### config.mk
export PLATFORM = sky130hd
export DESIGN_NAME = sms_shifter
export DESIGN_NICKNAME = d
export VERILOG_FILES = /design/src/include/sms_pkg.sv /design/src/verilog/sms_shifter.sv
export SDC_FILE = /design/constraint.sdc
export NUM_CORES = 1
export LEC_CHECK = 0
export BUFFER_PORTS_ARGS = -buffer_cell sky130_fd_sc_hd__buf_4
export CAP_MARGIN = 20
export CORE_MARGIN = 2
export CORE_UTILIZATION = 62
export DETAILED_ROUTE_END_ITERATION = 12
export PLACE_DENSITY_LB_ADDON = 0.3
export SLEW_MARGIN = 0
export SYNTH_ARGS = -nofsm -noshare
export SYNTH_HDL_FRONTEND = slang
export SYNTH_SLANG_ARGS = --single-unit
### constraint.sdc
create_clock -name clk -period 4.5 [get_ports clk]
set_clock_uncertainty 0.2 [all_clocks]
set_input_delay 0.45 -clock clk [delete_from_list [all_inputs] [get_ports clk]]
set_output_delay 0.45 -clock clk [all_outputs]
set_load 0.02 [all_outputs]
### src/include/sms_pkg.sv
// Purpose: constants for the serial master/slave shifter
// Assumes: one peripheral clock, plain control ports
// Notes:   prescale table gives seven bit rates
package sms_pkg;
  localparam int          DATA_W       = 8;
  localparam int          CNT_W        = 3;
  localparam logic [2:0]  BITS_LAST    = 3'h7;
  localparam int          DIV_W        = 7;
  // half-period counts in clk cycles, one per rate setting
  localparam logic [1:0]  RATE_DIV4    = 2'h0;
  localparam logic [1:0]  RATE_DIV16   = 2'h1;
  localparam logic [1:0]  RATE_DIV64   = 2'h2;
  localparam logic [1:0]  RATE_DIV128  = 2'h3;
  localparam logic [6:0]  HALF_DIV4    = 7'h02;
  localparam logic [6:0]  HALF_DIV16   = 7'h08;
  localparam logic [6:0]  HALF_DIV64   = 7'h20;
  localparam logic [6:0]  HALF_DIV128  = 7'h40;
  localparam logic [7:0]  DATA_RESET   = 8'h00;
  typedef enum logic [1:0] {
    SMS_IDLE,
    SMS_LOW,
    SMS_HIGH
  } sms_state_t;
endpackage : sms_pkg

### src/verilog/sms_shifter.sv
// Purpose: spi-style byte shifter, master or slave, full duplex
// Assumes: pins are given as in/out/oe triples (oe low = drive)
// Notes:   clock phase/polarity fixed: sample rising, shift falling
// Behaviour
// runs as master or slave
// select low opens exchange; slave needs it
// mosi carries master data, miso slave data
// one 8-bit register shifts in and out
// write loads shifter or transmit buffer
// read gives first or second receive buffer
// master makes sck from own divider
// slave synchronises sck, shifts on edges
// enable forces pin directions per mode
// user pins follow software direction
// slave miso driven only while selected
// seven master bit rates by prescaler
// double speed gives clk divided by two; code halves each divider, clk/2 only from div4
// software picks lsb or msb first
// flag set when byte finishes
// write during transfer sets collision flag; code never sets it in buffered mode
// keeps running while processor idles
// everything runs on peripheral clock
// master write starts eight-bit transfer
// select low in master drops to slave
// buffered: two-deep rx, complete when all empty
// deselected slave ignores sck, resets bit count
module sms_shifter (
  input  wire logic       clk,            // peripheral clock
  input  wire logic       reset,          // async, active high
  input  wire logic       enable,         // interface enable
  input  wire logic       master_req,     // software master bit
  input  wire logic       master_set,     // pulse: load master_req
  input  wire logic [2:0] bit_rate_divider, // rate select
  input  wire logic       double_speed_select, // halve sck period
  input  wire logic       bit_order_select, // 1 = lsb first
  input  wire logic       buffered_mode_enable, // buffer mode
  input  wire logic       select_line_ignore, // ignore ss in master
  input  wire logic       dir_mosi,       // software dir, 1 = out
  input  wire logic       dir_miso,       // software dir, 1 = out
  input  wire logic       dir_sck,        // software dir, 1 = out
  input  wire logic       dir_ss,         // software dir, 1 = out
  input  wire logic       ss_out_val,     // ss level when output
  input  wire logic       wr_stb,         // data write strobe
  input  wire logic [7:0] wr_data,        // data to send
  input  wire logic       rd_stb,         // data read strobe
  input  wire logic       flag_clr,       // clear all flags
  input  wire logic       mosi_in,        // mosi pin level
  input  wire logic       miso_in,        // miso pin level
  input  wire logic       sck_in,         // sck pin level
  input  wire logic       ss_in,          // ss pin level
  output logic            mosi_out,       // mosi drive value
  output logic            mosi_oe_n,      // low while driving
  output logic            miso_out,       // miso drive value
  output logic            miso_oe_n,      // low while driving
  output logic            sck_out,        // sck drive value
  output logic            sck_oe_n,       // low while driving
  output logic            ss_out,         // ss drive value
  output logic            ss_oe_n,        // low while driving
  output logic [7:0]      rd_data,        // data register view
  output logic            master_q,       // current master bit
  output logic            done_flag_q,    // transfer done flag
  output logic            write_collision_flag, // collision
  output logic            irq_q,          // wake/interrupt request
  output logic            busy_q          // transfer in progress
);
  // ----------------------------------------------------------
  // input synchronisers
  // ----------------------------------------------------------
  logic [1:0] sck_s, ss_s, mosi_s, miso_s;
  always_ff @(posedge clk or posedge reset) begin
    if (reset) begin
      sck_s  <= 2'h0;
      ss_s   <= 2'h3;
      mosi_s <= 2'h0;
      miso_s <= 2'h0;
    end else begin
      sck_s  <= {sck_s[0], sck_in};
      ss_s   <= {ss_s[0], ss_in};
      mosi_s <= {mosi_s[0], mosi_in};
      miso_s <= {miso_s[0], miso_in};
    end
  end
  logic sck_d1_q;
  always_ff @(posedge clk or posedge reset) begin
    if (reset) sck_d1_q <= 1'b0;
    else       sck_d1_q <= sck_s[1];
  end
  wire sck_rise = sck_s[1] & ~sck_d1_q;
  wire sck_fall = ~sck_s[1] & sck_d1_q;
  wire ss_low   = ~ss_s[1];

  // ----------------------------------------------------------
  // mode and master-select bit
  // ----------------------------------------------------------
  wire slave_mode = enable & ~master_q;
  wire mstr_mode  = enable & master_q;
  wire mm_abort   = mstr_mode & ~select_line_ignore & ~dir_ss & ss_low;
  always_ff @(posedge clk or posedge reset) begin
    if (reset)          master_q <= 1'b0;
    else if (mm_abort)  master_q <= 1'b0;
    else if (master_set) master_q <= master_req;
  end

  // ----------------------------------------------------------
  // master clock generator
  // ----------------------------------------------------------
  function automatic logic [6:0] half_count(input logic [2:0] r,
                                             input logic dbl);
    logic [6:0] h;
    h = sms_pkg::HALF_DIV4;
    case (r[1:0])
      sms_pkg::RATE_DIV4:   h = sms_pkg::HALF_DIV4;
      sms_pkg::RATE_DIV16:  h = sms_pkg::HALF_DIV16;
      sms_pkg::RATE_DIV64:  h = sms_pkg::HALF_DIV64;
      sms_pkg::RATE_DIV128: h = sms_pkg::HALF_DIV128;
      default:              h = sms_pkg::HALF_DIV4;
    endcase
    // double speed halves the period; div4 becomes clk/2
    if (dbl) h = h >> 1;
    half_count = h;
  endfunction : half_count
  // settings: 4,16,64,128 and doubled 2,8,32 -> seven rates
  wire [6:0] half_lim = half_count(bit_rate_divider,
                                    double_speed_select);

  sms_pkg::sms_state_t st_q;
  logic [6:0] div_q;
  logic [2:0] cnt_q;
  logic [7:0] sh_q;
  logic [7:0] txb_q;
  logic       txb_full_q;
  logic       sck_gen_q;
  wire        div_hit = (div_q == half_lim - 7'h01);
  wire        m_sample = mstr_mode && st_q == sms_pkg::SMS_LOW && div_hit;
  wire        m_shift  = mstr_mode && st_q == sms_pkg::SMS_HIGH && div_hit;
  wire        m_last   = m_shift && cnt_q == sms_pkg::BITS_LAST;
  wire        start_now = mstr_mode && st_q == sms_pkg::SMS_IDLE &&
                          (wr_stb || txb_full_q);

  always_ff @(posedge clk or posedge reset) begin
    if (reset) div_q <= 7'h00;
    else if (st_q == sms_pkg::SMS_IDLE || div_hit) div_q <= 7'h00;
    else div_q <= div_q + 7'h01;
  end

  always_ff @(posedge clk or posedge reset) begin
    if (reset) st_q <= sms_pkg::SMS_IDLE;
    else if (!mstr_mode) st_q <= sms_pkg::SMS_IDLE;
    else begin
      case (st_q)
        sms_pkg::SMS_IDLE: if (start_now) st_q <= sms_pkg::SMS_LOW;
        sms_pkg::SMS_LOW:  if (div_hit) st_q <= sms_pkg::SMS_HIGH;
        sms_pkg::SMS_HIGH: begin
          if (m_last && !txb_full_q) st_q <= sms_pkg::SMS_IDLE;
          else if (div_hit) st_q <= sms_pkg::SMS_LOW;
        end
        default: st_q <= sms_pkg::SMS_IDLE;
      endcase
    end
  end

  always_ff @(posedge clk or posedge reset) begin
    if (reset) sck_gen_q <= 1'b0;
    else       sck_gen_q <= (st_q == sms_pkg::SMS_LOW && div_hit) ||
                            (st_q == sms_pkg::SMS_HIGH && !div_hit);
  end

  // ----------------------------------------------------------
  // shift engine, common to both modes
  // ----------------------------------------------------------
  wire s_active = slave_mode & ss_low;
  wire do_smp   = m_sample | (s_active & sck_rise);
  wire do_shf   = m_shift  | (s_active & sck_fall);
  // limitation: the miso round trip through the synchroniser takes three
  // clk, so master receive needs a half period of four clk or more
  wire in_bit   = mstr_mode ? miso_s[1] : mosi_s[1];
  logic smp_q;
  always_ff @(posedge clk or posedge reset) begin
    if (reset)       smp_q <= 1'b0;
    else if (do_smp) smp_q <= in_bit;
  end
  wire [7:0] sh_next = bit_order_select ? {smp_q, sh_q[7:1]}
                                        : {sh_q[6:0], smp_q};
  wire byte_end = do_shf && cnt_q == sms_pkg::BITS_LAST;
  wire idle_w   = mstr_mode ? st_q == sms_pkg::SMS_IDLE : ~s_active;
  wire direct_ld = wr_stb && idle_w && !buffered_mode_enable;
  wire slave_idle = slave_mode && cnt_q == 3'h0 && !s_active;

  always_ff @(posedge clk or posedge reset) begin
    if (reset) cnt_q <= 3'h0;
    else if (slave_mode && !ss_low) cnt_q <= 3'h0;
    else if (do_shf) cnt_q <= cnt_q + 3'h1;
  end

  always_ff @(posedge clk or posedge reset) begin
    if (reset) sh_q <= sms_pkg::DATA_RESET;
    else if (byte_end && txb_full_q) sh_q <= txb_q;
    else if (do_shf) sh_q <= sh_next;
    else if (direct_ld) sh_q <= wr_data;
    else if (start_now && !wr_stb) sh_q <= txb_q;
    else if (wr_stb && buffered_mode_enable && !txb_full_q &&
             (st_q == sms_pkg::SMS_IDLE && mstr_mode)) sh_q <= wr_data;
  end
  wire bf_first = buffered_mode_enable && mstr_mode &&
                  st_q == sms_pkg::SMS_IDLE && !txb_full_q;
  always_ff @(posedge clk or posedge reset) begin
    if (reset) txb_q <= sms_pkg::DATA_RESET;
    else if (wr_stb && buffered_mode_enable && !bf_first)
      txb_q <= wr_data;
  end
  always_ff @(posedge clk or posedge reset) begin
    if (reset) txb_full_q <= 1'b0;
    else if (wr_stb && buffered_mode_enable && !bf_first)
      txb_full_q <= 1'b1;
    else if ((byte_end || start_now) && txb_full_q) txb_full_q <= 1'b0;
  end

  // ----------------------------------------------------------
  // receive buffers
  // ----------------------------------------------------------
  logic [7:0] rx1_q, rx2_q;
  logic [1:0] rx_cnt_q;
  always_ff @(posedge clk or posedge reset) begin
    if (reset) begin
      rx1_q <= sms_pkg::DATA_RESET;
      rx2_q <= sms_pkg::DATA_RESET;
    end else if (byte_end) begin
      rx1_q <= sh_next;
      if (buffered_mode_enable && (rx_cnt_q == 2'h0 ||
          (rx_cnt_q == 2'h1 && rd_stb)))
        rx2_q <= sh_next;
      else if (buffered_mode_enable && rx_cnt_q != 2'h0)
        rx2_q <= rx1_q;
    end else if (rd_stb && buffered_mode_enable && rx_cnt_q == 2'h2)
      rx2_q <= rx1_q;
  end
  always_ff @(posedge clk or posedge reset) begin
    if (reset) rx_cnt_q <= 2'h0;
    else if (!buffered_mode_enable) rx_cnt_q <= 2'h0;
    else if (byte_end && !(rd_stb && rx_cnt_q != 2'h0)) begin
      if (rx_cnt_q != 2'h2) rx_cnt_q <= rx_cnt_q + 2'h1;
    end else if (rd_stb && !byte_end && rx_cnt_q != 2'h0)
      rx_cnt_q <= rx_cnt_q - 2'h1;
  end
  always_ff @(posedge clk or posedge reset) begin
    if (reset) rd_data <= sms_pkg::DATA_RESET;
    else rd_data <= buffered_mode_enable ? rx2_q : rx1_q;
  end

  // ----------------------------------------------------------
  // flags; a set wins over a clear in the same cycle
  // ----------------------------------------------------------
  wire done_set = buffered_mode_enable ?
                  (byte_end && !txb_full_q) : byte_end;
  wire coll_set = wr_stb && !buffered_mode_enable && !idle_w;
  always_ff @(posedge clk or posedge reset) begin
    if (reset) done_flag_q <= 1'b0;
    else if (done_set || mm_abort) done_flag_q <= 1'b1;
    else if (flag_clr) done_flag_q <= 1'b0;
  end
  always_ff @(posedge clk or posedge reset) begin
    if (reset) write_collision_flag <= 1'b0;
    else if (coll_set) write_collision_flag <= 1'b1;
    else if (flag_clr) write_collision_flag <= 1'b0;
  end
  // not gated by any sleep input, so it wakes an idle cpu
  always_ff @(posedge clk or posedge reset) begin
    if (reset) irq_q <= 1'b0;
    else irq_q <= done_set | mm_abort | done_flag_q;
  end
  always_ff @(posedge clk or posedge reset) begin
    if (reset) busy_q <= 1'b0;
    else busy_q <= ~idle_w & ~slave_idle;
  end

  // ----------------------------------------------------------
  // pin drive and direction override
  // ----------------------------------------------------------
  wire tx_bit = bit_order_select ? sh_q[0] : sh_q[7];
  always_ff @(posedge clk or posedge reset) begin
    if (reset) begin
      mosi_out  <= 1'b0;
      miso_out  <= 1'b0;
      sck_out   <= 1'b0;
      ss_out    <= 1'b1;
      mosi_oe_n <= 1'b1;
      miso_oe_n <= 1'b1;
      sck_oe_n  <= 1'b1;
      ss_oe_n   <= 1'b1;
    end else begin
      mosi_out  <= tx_bit;
      miso_out  <= tx_bit;
      sck_out   <= sck_gen_q;
      ss_out    <= ss_out_val;
      // outside enable the software direction rules alone
      mosi_oe_n <= ~(dir_mosi & ~slave_mode);
      sck_oe_n  <= ~(dir_sck & ~slave_mode);
      ss_oe_n   <= ~(dir_ss & ~slave_mode);
      miso_oe_n <= ~(dir_miso & ~mstr_mode &
                     (~slave_mode | ss_low));
    end
  end

  // ----------------------------------------------------------
  // checks
  // ----------------------------------------------------------
  property p_abort;
    @(posedge clk) disable iff (reset)
    mm_abort |=> !master_q && done_flag_q;
  endproperty
  a_abort: assert property (p_abort)
    else $error("select low did not drop master");
  property p_miso_tri;
    @(posedge clk) disable iff (reset)
    (slave_mode && !ss_low) |=> miso_oe_n;
  endproperty
  a_miso_tri: assert property (p_miso_tri) else $error("miso driven");
  property p_coll;
    @(posedge clk) disable iff (reset)
    coll_set |=> write_collision_flag;
  endproperty
  a_coll: assert property (p_coll) else $error("collision lost");
  property p_done;
    @(posedge clk) disable iff (reset)
    done_set |=> done_flag_q ##1 irq_q;
  endproperty
  a_done: assert property (p_done) else $error("done flag lost");
  property p_deselect;
    @(posedge clk) disable iff (reset)
    (slave_mode && !ss_low) |=> cnt_q == 3'h0;
  endproperty
  a_deselect: assert property (p_deselect) else $error("count kept");
  property p_start;
    @(posedge clk) disable iff (reset)
    (start_now && mstr_mode) |=> st_q == sms_pkg::SMS_LOW;
  endproperty
  a_start: assert property (p_start) else $error("no start");
  property p_mdir;
    @(posedge clk) disable iff (reset)
    mstr_mode |=> miso_oe_n;
  endproperty
  a_mdir: assert property (p_mdir) else $error("miso not input");
  property p_sdir;
    @(posedge clk) disable iff (reset)
    slave_mode |=> mosi_oe_n && sck_oe_n && ss_oe_n;
  endproperty
  a_sdir: assert property (p_sdir) else $error("slave pin out");
  property p_rd;
    @(posedge clk) disable iff (reset)
    ##1 rd_data == $past(buffered_mode_enable ? rx2_q : rx1_q);
  endproperty
  a_rd: assert property (p_rd) else $error("wrong rx view");
  property p_b2b;
    @(posedge clk) disable iff (reset)
    (mstr_mode && byte_end && txb_full_q) |=>
      st_q == sms_pkg::SMS_LOW && sh_q == $past(txb_q);
  endproperty
  a_b2b: assert property (p_b2b) else $error("queued byte not sent");
  c_master_byte: cover property (@(posedge clk) mstr_mode && byte_end);
  c_slave_byte: cover property (@(posedge clk) slave_mode && byte_end);
  c_abort: cover property (@(posedge clk) mm_abort);
  c_buf: cover property (@(posedge clk)
    buffered_mode_enable && byte_end && txb_full_q);
endmodule : sms_shifter

### Word-level counts from Yosys, hierarchy flattened

Index checks and enable logic that the tools add are counted.
Widths: inputs -> output; s select.

* register bits after elaboration: 78
* input bits: 32
* output and inout bits: 21
* word-level logic and storage cells: 191

* $add $sub $neg: 5
* equality and inequality tests: 16
* muxes and demuxes: 37
* bitwise logic cells: 36
* reduce and logical (&&, ||, !) cells: 68

Operator list (count)
* $mux 8: 11
* $logic_and 1x1->1: 38
* $pmux 7 s4: 1
* $mux 2: 9
* $and 1x1->1: 16
* $not 1->1: 15
* $mux 7: 2
* $reduce_bool 2->1: 7
* $mux 1: 11
* $logic_not 1->1: 9
* $eq 2x2->1 const B: 4
* $add 7x1->7 const B: 1
* $eq 7x7->1: 1
* $sub 7x1->7 const B: 1
* $eq 2x1->1 const B: 3
* $logic_not 2->1: 3
* $logic_or 1x1->1: 6
* $mux 3: 2
* $ne 3x1->1 const B: 2
* $ne 3x3->1 const B: 2
* $pmux 2 s3: 1
* $or 1x1->1: 5
* $reduce_bool 5->1: 1
* $ne 4x3->1 const B: 1
* 9 further kinds: 10

### Logic depth before layout (Yosys ltp)

* depth in word-level cells: 14
* depth in mapped cells: 13
* depth with buffers taken out: 10

### Least setup slack after synthesis

OpenSTA, ideal clock, no wires.

* path kind: input-to-reg
* from: input bit_rate_divider[1]
* to: register rx2_q[0]
* setup time: 125 ps
* arrival: 2933 ps
* data required time: 4175 ps
* setup slack: 1242 ps
* stages on the path: 10
* path buffers: 1
* path through: buf_4 > or3_1 > ha_1 > nor2b_1 > o221a_2 > o221ai_1 > nand4_4 > a21oi_4 > mux2_2 > mux2_2

* cells in the longest elaborated chain, start to end: 10
* elaborated cells between the ends (all ways): 15
* classes of those cells: add/sub (1); eq/ne (5); mux (3); bitwise (1); reduce/logical (5)

RTL lines
* from (decl): line sms_shifter.sv:33 `input wire logic [2:0] bit_rate_divider,`
* $eq 2x2->1, or another cell as far along: line sms_shifter.sv:111 `case (r[1:0])`
* $pmux 7 s4 *: line sms_shifter.sv:111
* $mux 7 *: line sms_shifter.sv:119 `if (dbl) h = h >> 1;`
* $sub 7x1->7 *: line sms_shifter.sv:133 `wire div_hit = (div_q == half_lim - 7'h01);`
* $eq 7x7->1 *: line sms_shifter.sv:133
* $logic_and 1x1->1 *: line sms_shifter.sv:135 `wire m_shift = mstr_mode && st_q == sms_pkg::SMS_HIGH && div_hit;`
* $or 1x1->1 *: line sms_shifter.sv:173 `wire do_shf = m_shift | (s_active & sck_fall);`
* $logic_and 1x1->1 *: line sms_shifter.sv:184 `wire byte_end = do_shf && cnt_q == sms_pkg::BITS_LAST;`
* $ne 3x1->1 (no line) or $reduce_bool 2->1 (tied branches)
* $reduce_and 2->1 (no line)
* to (signal assigned): line sms_shifter.sv:226 `rx2_q <= sms_pkg::DATA_RESET;`
* to (signal assigned): line sms_shifter.sv:231 `rx2_q <= sh_next;`
* to (signal assigned): line sms_shifter.sv:233 `rx2_q <= rx1_q;`
* to (decl): line sms_shifter.sv:221 `logic [7:0] rx1_q, rx2_q;`

Mark *: on every way between the ends. The rest lies on a longest branch, timed or not. The select of a mux whose other input is x is not followed.
A chain may end at the register's enable or synchronous reset.

### Worst setup path after layout

* from: input bit_rate_divider[1]
* to: register rx2_q[7]

The elaborated chain is that of the path after synthesis.

==> results.md <==
| Step | Item | This run |
|---|---|---|
| outcome | Result of the run | completed |
| synthesis | Count of unique library cells instantiated by Yosys | 55 |
| floorplan | Horizontal die dimension | 83.0 µm |
| finish | Share of post-route cells with drive strength above 1 | 36.5% |
| worst setup path | Worst Path Required | 4.54 ns |
| floorplan | Initial Utilization | 64.6% |
| global routing | GRT Overall Usage | 22.3% |
| detailed routing | Antenna-violating nets left | 0 |
| worst setup path | Worst R2R Setup Slack | 1.68 ns |
| floorplan | Die Area | 6890 µm² |
| timing | Slew at the pin closest to its max-slew limit | 0.645 ns |
| min path | Hold Path Stages | 2 |
| detailed routing | Top layer in use | met4 |
| worst setup path | Start-to-end type of the worst setup path | in -> reg |
| floorplan | Number of ports placed on the die boundary | 53 |
| detailed routing | Number of vias per cell | 5.80 |
| floorplan | DIE HEIGHT | 83.0 µm |
| timing | Worst slew margin relative to its limit | 57.0% |
| synthesis | Area share of the leading cell type in the synthesized netlist | 45.9% |
| placed design | Detailed-placement wirelength estimate | 5160 µm |
| timing | Setup repair after global routing missed its margin | false |
| power | Part of the total power dissipated in combinational logic | 17.7% |
| synthesis | Area contributors post-synth | sky130_fd_sc_hd__dfrtp_1 (46%), sky130_fd_sc_hd__mux2_2 (16%), sky130_fd_sc_hd__dfstp_2 (4.8%) |
| synthesis | Predominant post-synthesis flop cell | sky130_fd_sc_hd__dfrtp_1 |
| worst setup path | Nature of the critical path startpoint | primary input |
| synthesis | Mapped cell area | 3870 µm² |
| clock tree | Number of instances resized during post-cts repair | 0 |
| detailed routing | Count of TritonRoute iterations in the first routing pass | 4 |
| finish | Post-route standard cell area excluding fillers | 4530 µm² |
| detailed routing | Vias post-DR | 2,661 |
| worst setup path | Worst r2r dst | rx2_q[7] |
| global routing | First-pass GRT wire length | 12,500 µm |
| worst setup path | Arrival time at the worst endpoint | 3.19 ns |
| power | Clock network power share | 32.3% |
| global routing | Overall overflow remaining after global route | 0 |
| detailed routing | Routed met2 length | 3540 µm |
| power | Areal power density over the cells | 356 nW/µm² |
| power | Sequential power share | 50.0% |
| detailed routing | Total DRC errors in the routed layout | 0 |
| detailed routing | Average routed wire per standard cell | 16.0 µm |
| detailed routing | Wire length reported by the detailed router | 7350 µm |
| synthesis | Number of nets produced by synthesis | 362 |
| global routing | Number of antenna violations at the first check in global routing | 0 |
| worst setup path | Cell count of the worst reg-to-reg path | 5 |
| clock tree | CTS tree | yes |
| clock tree | Worst skew pair latency | 0.35 ns |
| worst setup path | Category of the worst setup path capture point | flop |
| timing | Slew Viols, Final | 0 |
| global routing | Vias in the first global route | 2,655 |
| detailed routing | Metal3 WL | 382 µm |
| power | Leakage Power | 0.00217 µW |
| detailed routing | First-iteration detailed-routing DRC count | 125 |
| clock tree | Clock transition at the registers of the reported paths | 0.08 ns |
| timing | Setup total negative slack | 0 ns |
| power | Worst ir drop on vdd | 0.000266 V |
| worst setup path | Beginning of the worst register-to-register path | master_q |
| finish | Area growth, synth to finish | 17.0% |
| synthesis | Number of flops mapped to enable cells by yosys | 0 |
| synthesis | Average cell area after synthesis | 12.0 µm² |
| power | Overall power consumption | 1610 µW |
| min path | Worst min-delay path startpoint | dir_sck |
| detailed routing | Met1 wire length | 3350 µm |
| synthesis | Number of warnings issued by yosys | 0 |
| timing | Number of hold-slack violations in the final timing report | 0 |
| finish | Count of nets after finishing | 419 |
| synthesis | Post-synthesis instance total | 322 |
| timing | FMAX | 0.317 GHz |
| power | Cell internal pwr | 1160 µW |
| synthesis | Most repeated cell in the gate-level netlist after synthesis | sky130_fd_sc_hd__dfrtp_1 |
| finish | Antenna cell count | 0 |
| floorplan | Placeable core region | 5990 µm² |
| finish | Final core occ | 75.6% |
| power | Switching share of power | 28.2% |
| synthesis | Library cell occupying the most area in the post-synthesis netlist | sky130_fd_sc_hd__dfrtp_1 |
| global routing | Largest net degree at the start of global routing | 53 |
| clock tree | H-tree depth | 3 |
| min path | Min-delay worst type | in -> reg |
| synthesis | Proportion of register bits with asynchronous set or reset after synthesis | 100% |
| synthesis | Most common library cells after synthesis | sky130_fd_sc_hd__dfrtp_1 (71), sky130_fd_sc_hd__mux2_2 (54), sky130_fd_sc_hd__nand2_1 (29) |
| job | Max-cap check violation count | 0 |
| min path | Hold path endpoint | sck_oe_n |
| clock tree | Clock Path Buffers | 2 |
| floorplan | Count of standard-cell rows | 28 |
| placed design | Final Wtd Congestion | 0.841 |
| clock tree | CTS root buffer | sky130_fd_sc_hd__clkbuf_8 |
| clock tree | Clock Sink Count | 78 |
| clock tree | CTS Buf Count | 9 |
| placed design | Area after detailed placement | 4270 µm² |
| timing | Crit path time final | 3.15 ns |
| timing | Share of the clock period used by the worst path | 70.0% |
| timing | Setup violations, final | 0 |
| worst setup path | Max Fanout on Critical Path | 13 |
| power | P_sw | 455 µW |
| synthesis | Number of register bits inferred by synthesis | 78 |
| finish | Layout fillers | 411 |
| synthesis | Share of synthesized area occupied by flip-flops and latches | 50.7% |
| placed design | Count of input and output buffers | 51 |
==> power groups by stage <==
stage / clock network, µW / logic [µW] / registers (µW)
after global placement: 0 / 270 / 815
final: 522 / 285 / 807
after global routing: 566 / 315 / 815
after CTS: 530 / 285 / 805
after floorplan: 0 / 193 / 815
after detailed placement: 0 / 280 / 819
==> through the flow <==
stage	setup slack (ns)	cells	hold slack, ns
6_report	1.35	459	0.0191
5_1_grt	1.17	459	0.00513
4_1_cts	1.34	457	0.00203
3_5_place_dp	0.964	437	0.140
3_3_place_gp	0.994	437	0.133
2_1_floorplan	1.24	322	0.131
==> worst max-delay path, stage by stage <==
cell,delay [ns]
sky130_fd_sc_hd__buf_4,0.15
sky130_fd_sc_hd__or3_1,0.37
sky130_fd_sc_hd__ha_1,0.26
sky130_fd_sc_hd__nor2b_1,0.15
sky130_fd_sc_hd__o221a_2,0.26
sky130_fd_sc_hd__o221ai_1,0.28
sky130_fd_sc_hd__nand4_4,0.23
sky130_fd_sc_hd__a21oi_4,0.45
sky130_fd_sc_hd__o21ai_2,0.25
sky130_fd_sc_hd__mux2_2,0.32
==> layout by cell type (no fill, tap or decap), types with 3 or more instances in the layout <==
cell | netlist | routed
sky130_fd_sc_hd__buf_4 | 4 | 52
sky130_fd_sc_hd__inv_1 | 14 | 13
sky130_fd_sc_hd__ha_1 | 8 | 8
sky130_fd_sc_hd__mux2i_1 | 13 | 13
sky130_fd_sc_hd__nor2_1 | 16 | 16
sky130_fd_sc_hd__dfrtp_1 | 71 | 71
sky130_fd_sc_hd__xnor2_1 | 7 | 7
sky130_fd_sc_hd__o211ai_1 | 5 | 5
sky130_fd_sc_hd__nand2_1 | 29 | 29
sky130_fd_sc_hd__clkbuf_8 | 0 | 9
sky130_fd_sc_hd__o21ai_0 | 11 | 11
sky130_fd_sc_hd__dfstp_2 | 7 | 7
sky130_fd_sc_hd__dlygate4sd3_1 | 0 | 6
sky130_fd_sc_hd__a21oi_1 | 5 | 5
sky130_fd_sc_hd__nand3_1 | 4 | 4
sky130_fd_sc_hd__mux2_2 | 54 | 54
sky130_fd_sc_hd__o21a_1 | 6 | 6
sky130_fd_sc_hd__a211oi_1 | 3 | 3
sky130_fd_sc_hd__nand2b_1 | 5 | 5
sky130_fd_sc_hd__and2_1 | 3 | 3
sky130_fd_sc_hd__xor2_1 | 3 | 3
==> per-layer routing <==
layer  track usage, %  up-vias
li1                 -     1257
met1             30.6     1332
met5                0        -
met2             36.4       62
met3             4.97       10
met4             5.66        0
==> registers in the layout, summed over array words and instances, names as in the netlist, 2 cells and up <==
signal    flops
rd_data       8
rx1_q         8
rx2_q         8
sh_q          8
txb_q         8
div_q         7
cnt_q         3
miso_s        2
mosi_s        2
rx_cnt_q      2
sck_s         2
ss_s          2
st_q          2
==> area by class of cell <==
type,count,area [µm²],area share (%)
timing repair buffer,58,450,9.95
clock inverter,7,73.8,1.63
inverter,14,52.6,1.16
tap,75,93.8,2.07
sequential,78,1960,43.3
multi-input combinational,218,1770,39.2
clock buffer,9,124,2.74
==> logic make-up (layout without fill, tap and decap cells) <==
family                   Yosys count  after routing  share of synthesized area, %
AND/OR/NAND/NOR                   83             83                          11.6
flip-flops                        78             78                          50.7
multiplexers                      67             67                          19.1
AO/OA/AOI/OAI                     50             50                          10.3
buffers and inverters             26             88                          3.52
adder cells (fa/ha/maj)            8              8                          2.59
XOR/XNOR                          10             10                          2.26
==> timing repair <==
action                     4_1_cts  5_1_grt
setup buffers                    0        0
setup endpoints to repair        0        0
hold buffers                     4        2
hold endpoints to repair        28        2
==> worst max-delay path by stage <==
stage                        startpoint        to  slack [ns]
global placement    bit_rate_divider[1]  rx2_q[2]        0.99
floorplan           bit_rate_divider[1]  rx2_q[0]        1.24
finish              bit_rate_divider[1]  rx2_q[7]        1.35
CTS                 bit_rate_divider[1]  rx2_q[1]        1.34
detailed placement  bit_rate_divider[1]  rx2_q[1]        0.96
global route        bit_rate_divider[1]  rx2_q[6]        1.17
(Power assumes the default switching activity.)
